File: src/include/ext_bus_pkg.sv
// constants and types for the dual external bus port
// assumes a single 200 MHz clock and a synchronous active-low reset
package ext_bus_pkg;

  // ********************************
  // widths
  // ********************************
  localparam int PRI_ADDR_W = 24;
  localparam int EXP_ADDR_W = 13;
  localparam int DATA_W     = 32;
  localparam int FLAG_W     = 2;

  // ********************************
  // pin levels
  // ********************************
  localparam logic EN_ON     = 1'b0;
  localparam logic EN_OFF    = 1'b1;
  localparam logic RW_READ   = 1'b1;
  localparam logic RW_WRITE  = 1'b0;
  localparam logic STB_IDLE  = 1'b1;
  localparam logic FLAG_GPIO = 1'b0;
  localparam logic FLAG_LOCK = 1'b1;

  // ********************************
  // reset values
  // ********************************
  localparam logic [PRI_ADDR_W-1:0] RESET_VECTOR_ADDR = 24'h000000;
  localparam logic [PRI_ADDR_W-1:0] PRI_ADDR_RST      = 24'h000000;
  localparam logic [EXP_ADDR_W-1:0] EXP_ADDR_RST      = 13'h0000;
  localparam logic [DATA_W-1:0]     DATA_RST          = 32'h00000000;
  localparam logic [FLAG_W-1:0]     FLAG_RST          = 2'h3;

  // ********************************
  // flag pin bits in interlock mode
  // ********************************
  localparam int FLAG_LOCK_OUT = 0;
  localparam int FLAG_LOCK_IN  = 1;

  // ********************************
  // state machines
  // ********************************
  typedef enum logic [1:0] {
    pri_boot,
    pri_idle,
    pri_access,
    pri_hold
  } pri_state_t;

  typedef enum logic {
    exp_idle,
    exp_access
  } exp_state_t;

endpackage

File: src/verilog/ext_bus_port.sv
// primary and expansion external bus logic of the processor
// assumes a core that pulses requests while busy is low
// Notes on behaviour
// - primary port has 32-bit two-way data and 24-bit output address, both floatable.
// - primary read/write is high for reads, low for writes.
// - one active-low strobe marks each primary access.
// - primary access completes only after the responder signals ready.
// - a bus request waits until the running primary access ends.
// - while granted, primary address, data and strobe float (read/write stays driven) and no new access starts.
// - primary accesses resume when request goes high or ignore bit is set.
// - acknowledge goes low in answer to a low bus request.
// - acknowledge is high while request is high or ignore bit is set.
// - expansion port has 32-bit two-way floatable data.
// - expansion port has 13-bit floatable output address.
// - expansion read/write is high for reads, low for writes.
// - memory strobe marks expansion memory accesses.
// - separate I/O strobe marks expansion I/O accesses.
// - expansion access completes only after expansion ready.
// - held in reset while low; afterwards fetch from reset vector.
// - interrupt acknowledge pulses low when the acknowledge instruction runs.
// - two flag pins serve as general I/O or interlock signals.
`timescale 1ns/1ps
module ext_bus_port (
  // clock and reset
  input  wire logic                               clk_i,
  input  wire logic                               rst_b_i,
  // core side, primary
  input  wire logic                               pri_req_i,
  input  wire logic                               pri_write_i,
  input  wire logic [ext_bus_pkg::PRI_ADDR_W-1:0] pri_addr_i,
  input  wire logic [ext_bus_pkg::DATA_W-1:0]     pri_wdata_i,
  input  wire logic                               ignore_bus_request_bit_i,
  output logic                                    pri_busy_o,
  output logic                                    pri_done_o,
  output logic      [ext_bus_pkg::DATA_W-1:0]     pri_rdata_o,
  output logic                                    boot_vector_valid_o,
  // core side, expansion
  input  wire logic                               exp_req_i,
  input  wire logic                               exp_write_i,
  input  wire logic                               exp_io_i,
  input  wire logic [ext_bus_pkg::EXP_ADDR_W-1:0] exp_addr_i,
  input  wire logic [ext_bus_pkg::DATA_W-1:0]     exp_wdata_i,
  output logic                                    exp_busy_o,
  output logic                                    exp_done_o,
  output logic      [ext_bus_pkg::DATA_W-1:0]     exp_rdata_o,
  // core side, control
  input  wire logic                               interrupt_ack_out_n_exec_i,
  input  wire logic [ext_bus_pkg::FLAG_W-1:0]     flag_mode_i,
  input  wire logic [ext_bus_pkg::FLAG_W-1:0]     flag_dir_i,
  input  wire logic [ext_bus_pkg::FLAG_W-1:0]     flag_out_i,
  input  wire logic                               lock_req_i,
  output logic      [ext_bus_pkg::FLAG_W-1:0]     flag_in_o,
  // primary pins
  input  wire logic [ext_bus_pkg::DATA_W-1:0]     pri_data_i,
  output logic      [ext_bus_pkg::DATA_W-1:0]     pri_data_o,
  output logic                                    pri_data_en_n_o,
  output logic      [ext_bus_pkg::PRI_ADDR_W-1:0] pri_addr_o,
  output logic                                    pri_rw_o,
  output logic                                    pri_addr_en_n_o,
  output logic                                    primary_access_strobe_n_o,
  output logic                                    pri_strobe_en_n_o,
  input  wire logic                               pri_ready_n_i,
  input  wire logic                               bus_request_n_i,
  output logic                                    bus_grant_ack_n_o,
  output logic                                    bus_grant_ack_en_n_o,
  // expansion pins
  input  wire logic [ext_bus_pkg::DATA_W-1:0]     exp_data_i,
  output logic      [ext_bus_pkg::DATA_W-1:0]     exp_data_o,
  output logic                                    exp_data_en_n_o,
  output logic      [ext_bus_pkg::EXP_ADDR_W-1:0] exp_addr_o,
  output logic                                    expansion_read_not_write_o,
  output logic                                    exp_addr_en_n_o,
  output logic                                    expansion_memory_strobe_n_o,
  output logic                                    expansion_io_strobe_n_o,
  output logic                                    exp_strobe_en_n_o,
  input  wire logic                               expansion_ready_in_n_i,
  // control pins
  input  wire logic                               float_all_pins_n_i,
  output logic                                    interrupt_ack_out_n_o,
  output logic                                    interrupt_ack_out_n_en_n_o,
  input  wire logic [ext_bus_pkg::FLAG_W-1:0]     external_flag_pins_i,
  output logic      [ext_bus_pkg::FLAG_W-1:0]     external_flag_pins_o,
  output logic      [ext_bus_pkg::FLAG_W-1:0]     external_flag_pins_en_n_o
);

  // ********************************
  // helpers
  // ********************************
  // enable is low only when driving and not floated
  function automatic logic en_n(input logic drive, input logic flt);
    en_n = (drive && !flt) ? ext_bus_pkg::EN_ON : ext_bus_pkg::EN_OFF;
  endfunction

  // ********************************
  // pin synchronisers
  // ********************************
  localparam int SW = 4 + ext_bus_pkg::FLAG_W + 2 * ext_bus_pkg::DATA_W;

  logic                           s_pri_ready_n;
  logic                           s_bus_req_n;
  logic                           s_float_n;
  logic                           s_exp_ready_n;
  logic [ext_bus_pkg::FLAG_W-1:0] s_flags;
  logic [ext_bus_pkg::DATA_W-1:0] s_pri_data;
  logic [ext_bus_pkg::DATA_W-1:0] s_exp_data;

  // data passes the same two stages as ready, so they line up
  pin_sync #(.W(SW)) u_sync (
    .clk_i   (clk_i),
    .rst_b_i (rst_b_i),
    .d_i     ({pri_ready_n_i, bus_request_n_i, float_all_pins_n_i,
               expansion_ready_in_n_i, external_flag_pins_i,
               pri_data_i, exp_data_i}),
    .q_o     ({s_pri_ready_n, s_bus_req_n, s_float_n, s_exp_ready_n,
               s_flags, s_pri_data, s_exp_data})
  );

  wire flt = !s_float_n;

  // ********************************
  // primary port
  // ********************************
  ext_bus_pkg::pri_state_t pri_state;
  ext_bus_pkg::pri_state_t next_pri_state;
  logic                    pri_write;
  logic                    pri_boot_acc;

  wire hold_active = !s_bus_req_n && !ignore_bus_request_bit_i;
  wire pri_fin     = (pri_state == ext_bus_pkg::pri_access) && !s_pri_ready_n;
  wire pri_take    = (pri_state == ext_bus_pkg::pri_idle) && !hold_active
                     && pri_req_i;
  wire pri_drive   = (next_pri_state != ext_bus_pkg::pri_hold);

  always_comb begin
    next_pri_state = pri_state;
    case (pri_state)
      ext_bus_pkg::pri_boot: begin
        next_pri_state = ext_bus_pkg::pri_access;
      end
      ext_bus_pkg::pri_idle: begin
        if (hold_active) begin
          next_pri_state = ext_bus_pkg::pri_hold;
        end else if (pri_req_i) begin
          next_pri_state = ext_bus_pkg::pri_access;
        end
      end
      ext_bus_pkg::pri_access: begin
        if (pri_fin) begin
          next_pri_state = ext_bus_pkg::pri_idle;
        end
      end
      ext_bus_pkg::pri_hold: begin
        if (!hold_active) begin
          next_pri_state = ext_bus_pkg::pri_idle;
        end
      end
      default: begin
        next_pri_state = ext_bus_pkg::pri_idle;
      end
    endcase
  end

  always_ff @(posedge clk_i) begin
    if (!rst_b_i) begin
      pri_state    <= ext_bus_pkg::pri_boot;
      pri_boot_acc <= 1'b1;
      pri_write    <= ext_bus_pkg::RW_WRITE;
      pri_addr_o   <= ext_bus_pkg::PRI_ADDR_RST;
      pri_data_o   <= ext_bus_pkg::DATA_RST;
    end else begin
      pri_state <= next_pri_state;
      if (pri_fin) begin
        pri_boot_acc <= 1'b0;
      end
      if (pri_state == ext_bus_pkg::pri_boot) begin
        pri_write  <= 1'b0;
        pri_addr_o <= ext_bus_pkg::RESET_VECTOR_ADDR;
      end else if (pri_take) begin
        pri_write  <= pri_write_i;
        pri_addr_o <= pri_addr_i;
        pri_data_o <= pri_wdata_i;
      end
    end
  end

  wire next_pri_rw  = (pri_take ? pri_write_i : pri_write)
                      ? ext_bus_pkg::RW_WRITE : ext_bus_pkg::RW_READ;
  wire next_pri_stb = (next_pri_state == ext_bus_pkg::pri_access)
                      ? !ext_bus_pkg::STB_IDLE : ext_bus_pkg::STB_IDLE;
  wire next_pri_den = en_n(next_pri_stb != ext_bus_pkg::STB_IDLE
                           && next_pri_rw == ext_bus_pkg::RW_WRITE, flt);
  wire next_pri_aen = en_n(pri_drive, flt);
  wire next_ack     = !(next_pri_state == ext_bus_pkg::pri_hold);

  always_ff @(posedge clk_i) begin
    if (!rst_b_i) begin
      pri_rw_o                  <= ext_bus_pkg::RW_READ;
      primary_access_strobe_n_o <= ext_bus_pkg::STB_IDLE;
      pri_data_en_n_o           <= ext_bus_pkg::EN_OFF;
      pri_addr_en_n_o           <= ext_bus_pkg::EN_OFF;
      pri_strobe_en_n_o         <= ext_bus_pkg::EN_ON;
      bus_grant_ack_n_o         <= 1'b1;
      bus_grant_ack_en_n_o      <= ext_bus_pkg::EN_ON;
      pri_busy_o                <= 1'b1;
      pri_done_o                <= 1'b0;
      boot_vector_valid_o       <= 1'b0;
      pri_rdata_o               <= ext_bus_pkg::DATA_RST;
    end else begin
      pri_rw_o                  <= next_pri_rw;
      primary_access_strobe_n_o <= next_pri_stb;
      pri_data_en_n_o           <= next_pri_den;
      pri_addr_en_n_o           <= next_pri_aen;
      pri_strobe_en_n_o         <= next_pri_aen;
      bus_grant_ack_n_o         <= next_ack;
      bus_grant_ack_en_n_o      <= en_n(1'b1, flt);
      pri_busy_o                <= (next_pri_state != ext_bus_pkg::pri_idle);
      pri_done_o                <= pri_fin && !pri_boot_acc;
      boot_vector_valid_o       <= pri_fin && pri_boot_acc;
      if (pri_fin) begin
        pri_rdata_o <= s_pri_data;
      end
    end
  end

  // ********************************
  // expansion port
  // ********************************
  ext_bus_pkg::exp_state_t exp_state;
  ext_bus_pkg::exp_state_t next_exp_state;
  logic                    exp_write;
  logic                    exp_io;

  wire exp_fin  = (exp_state == ext_bus_pkg::exp_access) && !s_exp_ready_n;
  wire exp_take = (exp_state == ext_bus_pkg::exp_idle) && exp_req_i;

  always_comb begin
    next_exp_state = exp_state;
    case (exp_state)
      ext_bus_pkg::exp_idle: begin
        if (exp_req_i) begin
          next_exp_state = ext_bus_pkg::exp_access;
        end
      end
      ext_bus_pkg::exp_access: begin
        if (exp_fin) begin
          next_exp_state = ext_bus_pkg::exp_idle;
        end
      end
      default: begin
        next_exp_state = ext_bus_pkg::exp_idle;
      end
    endcase
  end

  always_ff @(posedge clk_i) begin
    if (!rst_b_i) begin
      exp_state  <= ext_bus_pkg::exp_idle;
      exp_write  <= 1'b0;
      exp_io     <= 1'b0;
      exp_addr_o <= ext_bus_pkg::EXP_ADDR_RST;
      exp_data_o <= ext_bus_pkg::DATA_RST;
    end else begin
      exp_state <= next_exp_state;
      if (exp_take) begin
        exp_write  <= exp_write_i;
        exp_io     <= exp_io_i;
        exp_addr_o <= exp_addr_i;
        exp_data_o <= exp_wdata_i;
      end
    end
  end

  wire exp_act    = (next_exp_state == ext_bus_pkg::exp_access);
  wire exp_wr_now = exp_take ? exp_write_i : exp_write;
  wire exp_io_now = exp_take ? exp_io_i : exp_io;
  wire next_exp_rw = exp_wr_now ? ext_bus_pkg::RW_WRITE : ext_bus_pkg::RW_READ;
  wire next_mstb   = !(exp_act && !exp_io_now);
  wire next_iostb  = !(exp_act && exp_io_now);
  wire next_exp_den = en_n(exp_act && exp_wr_now, flt);

  always_ff @(posedge clk_i) begin
    if (!rst_b_i) begin
      expansion_read_not_write_o  <= ext_bus_pkg::RW_READ;
      expansion_memory_strobe_n_o <= ext_bus_pkg::STB_IDLE;
      expansion_io_strobe_n_o     <= ext_bus_pkg::STB_IDLE;
      exp_data_en_n_o             <= ext_bus_pkg::EN_OFF;
      exp_addr_en_n_o             <= ext_bus_pkg::EN_OFF;
      exp_strobe_en_n_o           <= ext_bus_pkg::EN_ON;
      exp_busy_o                  <= 1'b0;
      exp_done_o                  <= 1'b0;
      exp_rdata_o                 <= ext_bus_pkg::DATA_RST;
    end else begin
      expansion_read_not_write_o  <= next_exp_rw;
      expansion_memory_strobe_n_o <= next_mstb;
      expansion_io_strobe_n_o     <= next_iostb;
      exp_data_en_n_o             <= next_exp_den;
      exp_addr_en_n_o             <= en_n(1'b1, flt);
      exp_strobe_en_n_o           <= en_n(1'b1, flt);
      exp_busy_o                  <= exp_act;
      exp_done_o                  <= exp_fin;
      if (exp_fin) begin
        exp_rdata_o <= s_exp_data;
      end
    end
  end

  // ********************************
  // control pins
  // ********************************
  // per-pin mode select
  logic [ext_bus_pkg::FLAG_W-1:0] next_flag_out;
  logic [ext_bus_pkg::FLAG_W-1:0] next_flag_drv;

  always_comb begin
    next_flag_out = flag_out_i;
    next_flag_drv = flag_dir_i;
    if (flag_mode_i[ext_bus_pkg::FLAG_LOCK_OUT] == ext_bus_pkg::FLAG_LOCK) begin
      next_flag_out[ext_bus_pkg::FLAG_LOCK_OUT] = !lock_req_i;
      next_flag_drv[ext_bus_pkg::FLAG_LOCK_OUT] = 1'b1;
    end
    if (flag_mode_i[ext_bus_pkg::FLAG_LOCK_IN] == ext_bus_pkg::FLAG_LOCK) begin
      next_flag_drv[ext_bus_pkg::FLAG_LOCK_IN] = 1'b0;
    end
  end

  always_ff @(posedge clk_i) begin
    if (!rst_b_i) begin
      interrupt_ack_out_n_o     <= 1'b1;
      interrupt_ack_out_n_en_n_o               <= ext_bus_pkg::EN_ON;
      external_flag_pins_o      <= ext_bus_pkg::FLAG_RST;
      external_flag_pins_en_n_o <= {ext_bus_pkg::FLAG_W{ext_bus_pkg::EN_OFF}};
      flag_in_o                 <= ext_bus_pkg::FLAG_RST;
    end else begin
      interrupt_ack_out_n_o     <= !interrupt_ack_out_n_exec_i;
      interrupt_ack_out_n_en_n_o               <= en_n(1'b1, flt);
      external_flag_pins_o      <= next_flag_out;
      external_flag_pins_en_n_o <= ~next_flag_drv | {ext_bus_pkg::FLAG_W{flt}};
      flag_in_o                 <= s_flags;
    end
  end
endmodule

File: src/verilog/pin_sync.sv
// two-stage synchroniser for asynchronous pin inputs
// assumes inputs may change at any time relative to clk_i
`timescale 1ns/1ps
module pin_sync #(
  parameter int            W    = 1,
  parameter logic [W-1:0]  INIT = '1
) (
  // clock and reset
  input  wire logic         clk_i,
  input  wire logic         rst_b_i,
  // data
  input  wire logic [W-1:0] d_i,
  output logic      [W-1:0] q_o
);

  // first stage is read only by the second
  logic [W-1:0] meta;

  always_ff @(posedge clk_i) begin
    if (!rst_b_i) begin
      meta <= INIT;
      q_o  <= INIT;
    end else begin
      meta <= d_i;
      q_o  <= meta;
    end
  end

endmodule
File: config.mk
export PLATFORM = sky130hd
export DESIGN_NAME = ext_bus_port
export DESIGN_NICKNAME = d
export VERILOG_FILES = /design/src/include/ext_bus_pkg.sv /design/src/verilog/ext_bus_port.sv /design/src/verilog/pin_sync.sv
export SDC_FILE = /design/constraint.sdc
export NUM_CORES = 1
export LEC_CHECK = 0
export BUFFER_PORTS_ARGS = -buffer_cell sky130_fd_sc_hd__buf_2
export CAP_MARGIN = 5
export CORE_AREA = 5 5 204 206
export DETAILED_ROUTE_END_ITERATION = 10
export DIE_AREA = 0 0 209 211
export SYNTH_ARGS = -nofsm -noshare
export SYNTH_HDL_FRONTEND = slang
export SYNTH_SLANG_ARGS = --single-unit
File: constraint.sdc
create_clock -name clk_i -period 1.5 [get_ports clk_i]
set_input_delay 0.15 -clock clk_i [delete_from_list [all_inputs] [get_ports clk_i]]
set_output_delay 0.15 -clock clk_i [all_outputs]
set_load 0.02 [all_outputs]
### After elaboration in Yosys (flattened, before gate mapping)

Index checks and enable logic that the tools add are counted.

| cells by class | value |
|---|---|
| equality and inequality tests | 7 |
| bitwise gates (word level) | 5 |
| reduce and logical (&&, ||, !) cells | 31 |
| mux-type cells | 21 |

Operators by type and width:

| kind | count |
|---|---|
| $logic_and 1x1->1 | 15 |
| $mux 1 | 15 |
| $logic_not 1->1 | 13 |
| $eq 2x2->1 const B | 4 |
| $mux 2 | 4 |
| $pmux 2 s4 | 1 |
| $not 1->1 | 3 |
| $eq 2x1->1 const B | 1 |
| $logic_not 2->1 | 1 |
| $ne 2x1->1 const B | 1 |
| $ne 2x2->1 const B | 1 |
| $not 2->2 | 1 |
| $or 2x2->2 | 1 |
| $pmux 1 s2 | 1 |
| $reduce_and 2->1 | 1 |
| $reduce_or 2->1 | 1 |

| storage, ports and cells | value |
|---|---|
| logic and storage cells | 98 |
| output and inout port bits | 191 |
| bits of input ports | 187 |
| register bits | 335 |

### Depth between registers and ports, before layout

| depth | value |
|---|---|
| depth in word-level cells | 9 |
| depth in mapped cells | 6 |
| depth with buffers taken out | 3 |

### Cells and area by module

A second synthesis with hierarchy kept.

| unflattened totals | value |
|---|---|
| cells, all modules | 1107 |
| area total of the unflattened synthesis | 10915.5 µm² |

By module, submodules not included:

| module | cells an instance | instances | area an instance (µm²) | seq. area each (µm²) |
|---|---|---|---|---|
| ext_bus_port | 812 | 1 | 7168.1 | 3903.7 |
| pin_sync | 295 | 1 | 3747.3 | 2802.7 |

### Worst setup path after synthesis

No wires, ideal clock.

| timing path | value |
|---|---|
| path kind | reg2reg |
| start | reg pri_state[0] |
| end | reg pri_rdata_o[26] (netlist name) |
| period minus slack after synthesis | 1.306 ns |
| cell stages (with the launch flop) | 7 |
| buffers on the path | 3 |
| required time | 1.368 ns |
| slack | 0.194 ns |
| data arrival time | 1.174 ns |
| setup time | 0.132 ns |
| cells stage by stage | dfxtp_1 buf_6 or3b_1 buf_6 buf_6 nand2_2 a21oi_1 |

| between the ends | value |
|---|---|
| word-level cells in the longest chain between the ends | 2 |

RTL lines:

| item | line | text |
|---|---|---|
| from (decl) | ext_bus_port.sv:123 | `ext_bus_pkg::pri_state_t pri_state;` |
| from (signal assigned) | ext_bus_port.sv:165 | `pri_state <= ext_bus_pkg::pri_boot;` |
| from (signal assigned) | ext_bus_port.sv:171 | `pri_state <= next_pri_state;` |
| $eq 2x2->1 | ext_bus_port.sv:129 | `wire pri_fin = (pri_state == ext_bus_pkg::pri_access) && !s_pri_ready_n;` |
| $logic_and 1x1->1 | ext_bus_port.sv:129 |  |
| to (signal assigned) | ext_bus_port.sv:207 | `pri_rdata_o <= ext_bus_pkg::DATA_RST;` |
| to (signal assigned) | ext_bus_port.sv:220 | `pri_rdata_o <= s_pri_data;` |
| to (decl) | ext_bus_port.sv:35 | `output logic [ext_bus_pkg::DATA_W-1:0] pri_rdata_o,` |

Every way passes these cells.
A chain may end at the register's enable or synchronous reset.

### Worst setup path after layout

| timing path | value |
|---|---|
| start | in ignore_bus_request_bit_i |
| end | reg pri_addr_o[18] (netlist name) |

| between the ends | value |
|---|---|
| word-level cells in the longest chain between the ends | 5 |

RTL lines:

| item | line | text |
|---|---|---|
| from (decl) | ext_bus_port.sv:32 | `input wire logic ignore_bus_request_bit_i,` |
| $logic_not 1->1 | ext_bus_port.sv:128 | `wire hold_active = !s_bus_req_n && !ignore_bus_request_bit_i;` |
| $logic_and 1x1->1 | ext_bus_port.sv:128 |  |
| $logic_not 1->1 | - |  |
| $logic_and 1x1->1 | ext_bus_port.sv:130 | `wire pri_take = (pri_state == ext_bus_pkg::pri_idle) && !hold_active` |
| $logic_and 1x1->1 | ext_bus_port.sv:131 | `&& pri_req_i;` |
| to (signal assigned) | ext_bus_port.sv:168 | `pri_addr_o <= ext_bus_pkg::PRI_ADDR_RST;` |
| to (signal assigned) | ext_bus_port.sv:177 | `pri_addr_o <= ext_bus_pkg::RESET_VECTOR_ADDR;` |
| to (signal assigned) | ext_bus_port.sv:180 | `pri_addr_o <= pri_addr_i;` |
| to (decl) | ext_bus_port.sv:57 | `output logic [ext_bus_pkg::PRI_ADDR_W-1:0] pri_addr_o,` |

Every way passes these cells.

==> flow_summary.ini <==
[worst_setup_path]
arrival_ns = 1.96
r2r_start = u_sync.q_o[68]
r2r-end = pri_addr_o[18]
rrSetupSlack_ns = 0.02
r2r_cells = 3
critPathRequiredTime_ns = 1.94
critPathCaptureType = flop
critPathLaunchType = input pin
path_class = in2reg
path_max_fanout = 28

[sta]
finalCriticalPeriod_ns = 1.51
period_share_pct = 101
maxSlewViolCount = 0
setup_ws_ns = -0.0131
rsz0062_at_grt = true
setup_viol = 1
final.setup.tns_ns = -0.0131
slew_headroom_pct = 45.6
clock_skew_ns = 0.00786
hold_violations = 0
max_freq_ghz = 0.661
tightest_slew_ns = 0.813

[final_layout]
areaGrowthSynthToFinish_pct = 54.0
instances_no_fill = 2206
fillCellCount = 3780
layout-drive-gt1-share_pct = 28.9
nets = 1842

[yosys]
synth.area.top_cells = dfxtp_1, nand2b_1, nand2_1
synth-seq-cells = 335
synth_cell_types = 34
ys_seq_area_share_pct = 63.4
yosysTopAreaCellShare_pct = 63.4
synthFlopType = dfxtp_1
syn_nets = 1302
yosysMostFrequentCell = dfxtp_1
synthCells = 1115
synth_edf_count = 0
synth_commonest_cells = dfxtp_1, nand2_1, a21oi_1, nand2b_1, o21ai_0
async_reset_ff_share_pct = 0
yosysTopAreaCell = dfxtp_1
netlist_area_um2 = 10600
yosysWarningCount = 0
syn_avg_cell_area_um2 = 9.49

[placed_design]
hpwlAfterDp_mm = 21.2
gp_congestion = 0.883
place.port_buffers = 377
placed_cells = 1955

[floorplan]
pin_count = 378
core_region_area_um2 = 39500
rows = 73
die-area_um2 = 44100
die_h_um = 211
start_util_pct = 26.8
die_x_um = 209

[routing]
drtAntennaViolNets = 0
routed_wl_mm = 33.5
drc = 0
vias = 9627
wire_per_inst_um = 15.2
dr.pass1.iters = 5
drtIter0Drc = 725
drt-vias-per-instance = 4.36

[clocking]
path_clk_slew_ns = 0.06
insertion_delay_ns = 0.53
cts_tree = done
clock_sinks = 335
clk_path_buf_depth = 3
root_buffer = clkbuf_16
cts_setup_buffers = 0
cts_buffers = 37
htreeDepth = 2

[worst_hold_path]
holdPathStages = 4
hold_path.class = in2reg
hp-start = exp_req_i
hold_path_end = expansion_memory_strobe_n_o

[power]
p_seq_share_pct = 45.1
p_int_w = 0.0161
switchingPower_w = 0.00468
p_comb_share_pct = 8.7
leakage_nw = 6.93
clkPwrFrac_pct = 46.2
switching_share_pct = 22.5
power_density_nw_per_um2 = 1270
ir_drop_v = 0.000675

[global_route]
antenna_found_initial = 2
grt_max_degree = 59
grt_pass1_wl_mm = 51.5
grt_pass1_vias = 9548
grt_usage_pct = 14.4
grt-ovfl-total = 0

[status]
status = complete, but fails checks
violations = negative setup slack

[flow_run]
drv_cap = 0
-- sequential cells by signal, indices dropped and copies added (netlist names), 2 cells and up --
signal / count
exp_rdata_o: 32
exp_data_o: 32
pri_state: 2
external_flag_pins_en_n_o: 2
pri_rdata_o: 32
u_sync.q_o: 70
u_sync.meta: 70
flag_in_o: 2
pri_data_o: 32
pri_addr_o: 24
exp_addr_o: 13
external_flag_pins_o: 2
-- worst max-delay path: stages --
cell           delay, ns
dlygate4sd3_1       0.55
buf_2               0.19
o21ai_4             0.67
o21ai_0             0.16
a21oi_1             0.22
-- per-layer routing --
metal | track usage, % | part of all wire [%] | up-vias
met5 | 0 | 0.021 | -
met4 | 7.40 | 4.2 | 2
met3 | 4.16 | 7.8 | 94
met2 | 23.8 | 47 | 403
met1 | 17.0 | 41 | 4435
li1 | - | - | 4693
-- worst max path at each step --
stage | startpoint | endpoint | slack, ns
2_1_floorplan | pri_state[0] | pri_rdata_o[26] | 0.19
3_3_place_gp | u_sync.q_o[68] | pri_data_o[17] | -0.18
3_5_place_dp | u_sync.q_o[68] | pri_addr_o[14] | -0.28
4_1_cts | u_sync.q_o[68] | pri_addr_o[21] | 0.01
5_1_grt | u_sync.q_o[68] | pri_addr_o[18] | -0.05
6_report | ignore_bus_request_bit_i | pri_addr_o[18] | -0.01
-- cell families after synthesis --
kind of cell / after synthesis / synth area share [%]
AO/OA/AOI/OAI: 234 / 11.4
buffers and inverters: 89 / 4.03
flip-flops: 335 / 63.4
multiplexers: 2 / 0.201
AND/OR/NAND/NOR: 455 / 21.0
-- metrics by stage --
step | util [%] | worst slack [ns] | cell area (µm²) | hold slack, ns | power [W]
3_3_place_gp | 33.2 | -0.182 | 13100 | 0.329 | 0.0110
5_1_grt | 41.3 | -0.0450 | 16300 | 0.132 | 0.0216
6_report | 41.3 | -0.0131 | 16300 | 0.133 | 0.0208
4_1_cts | 41.3 | 0.0118 | 16300 | 0.0929 | 0.0211
3_5_place_dp | 33.2 | -0.283 | 13100 | 0.333 | 0.0110
2_1_floorplan | - | 0.194 | 10600 | 0.212 | 0.0103
-- final cells by class --
class	instances	area [µm²]	area share [%]
Multi-Input combinational cell	692	3490	21.4
Sequential cell	335	6710	41.2
Timing Repair Buffer	587	4120	25.3
Tap cell	525	657	4.03
Clock inverter	14	215	1.32
Antenna cell	1	2.50	0.0154
Inverter	2	10.0	0.0614
Clock buffer	50	1090	6.67
-- power groups by stage --
stage | clock [W] | combinational (W) | sequential (W)
finish | 0.00959 | 0.00181 | 0.00936
global route | 0.0103 | 0.00196 | 0.00939
CTS | 0.00991 | 0.00180 | 0.00936
detailed placement | 0 | 0.00142 | 0.00955
global placement | 0 | 0.00141 | 0.00955
floorplan | 0 | 0.000567 | 0.00972
-- placed cells by master, fill, tap and decap left out, types with 2 or more instances in the layout --
master,count
buf_2,376
dfxtp_1,333
nand2_1,223
dlygate4sd3_1,185
a21oi_1,167
nand2b_1,148
nand3_1,57
o21ai_0,56
clkbuf_16,39
buf_12,15
buf_4,11
nand2_2,8
clkbuf_8,7
nor2_1,6
bufinv_16,5
clkbuf_1,4
o21ai_4,3
o21ai_1,3
clkinv_2,3
nor2b_4,2
and3_1,2
o211ai_1,2
clkinv_4,2
inv_6,2
clkinvlp_4,2
dfxtp_2,2
-- timing repair --
item                                    4_1_cts  5_1_grt
endpoints found under the setup margin       59       56
gates resized for setup                       2        4
endpoints found under the hold margin       185        0
gates cloned                                  1        0
pin swaps                                     1        3
hold buffers                                185        0
(Power assumes the default switching activity.)
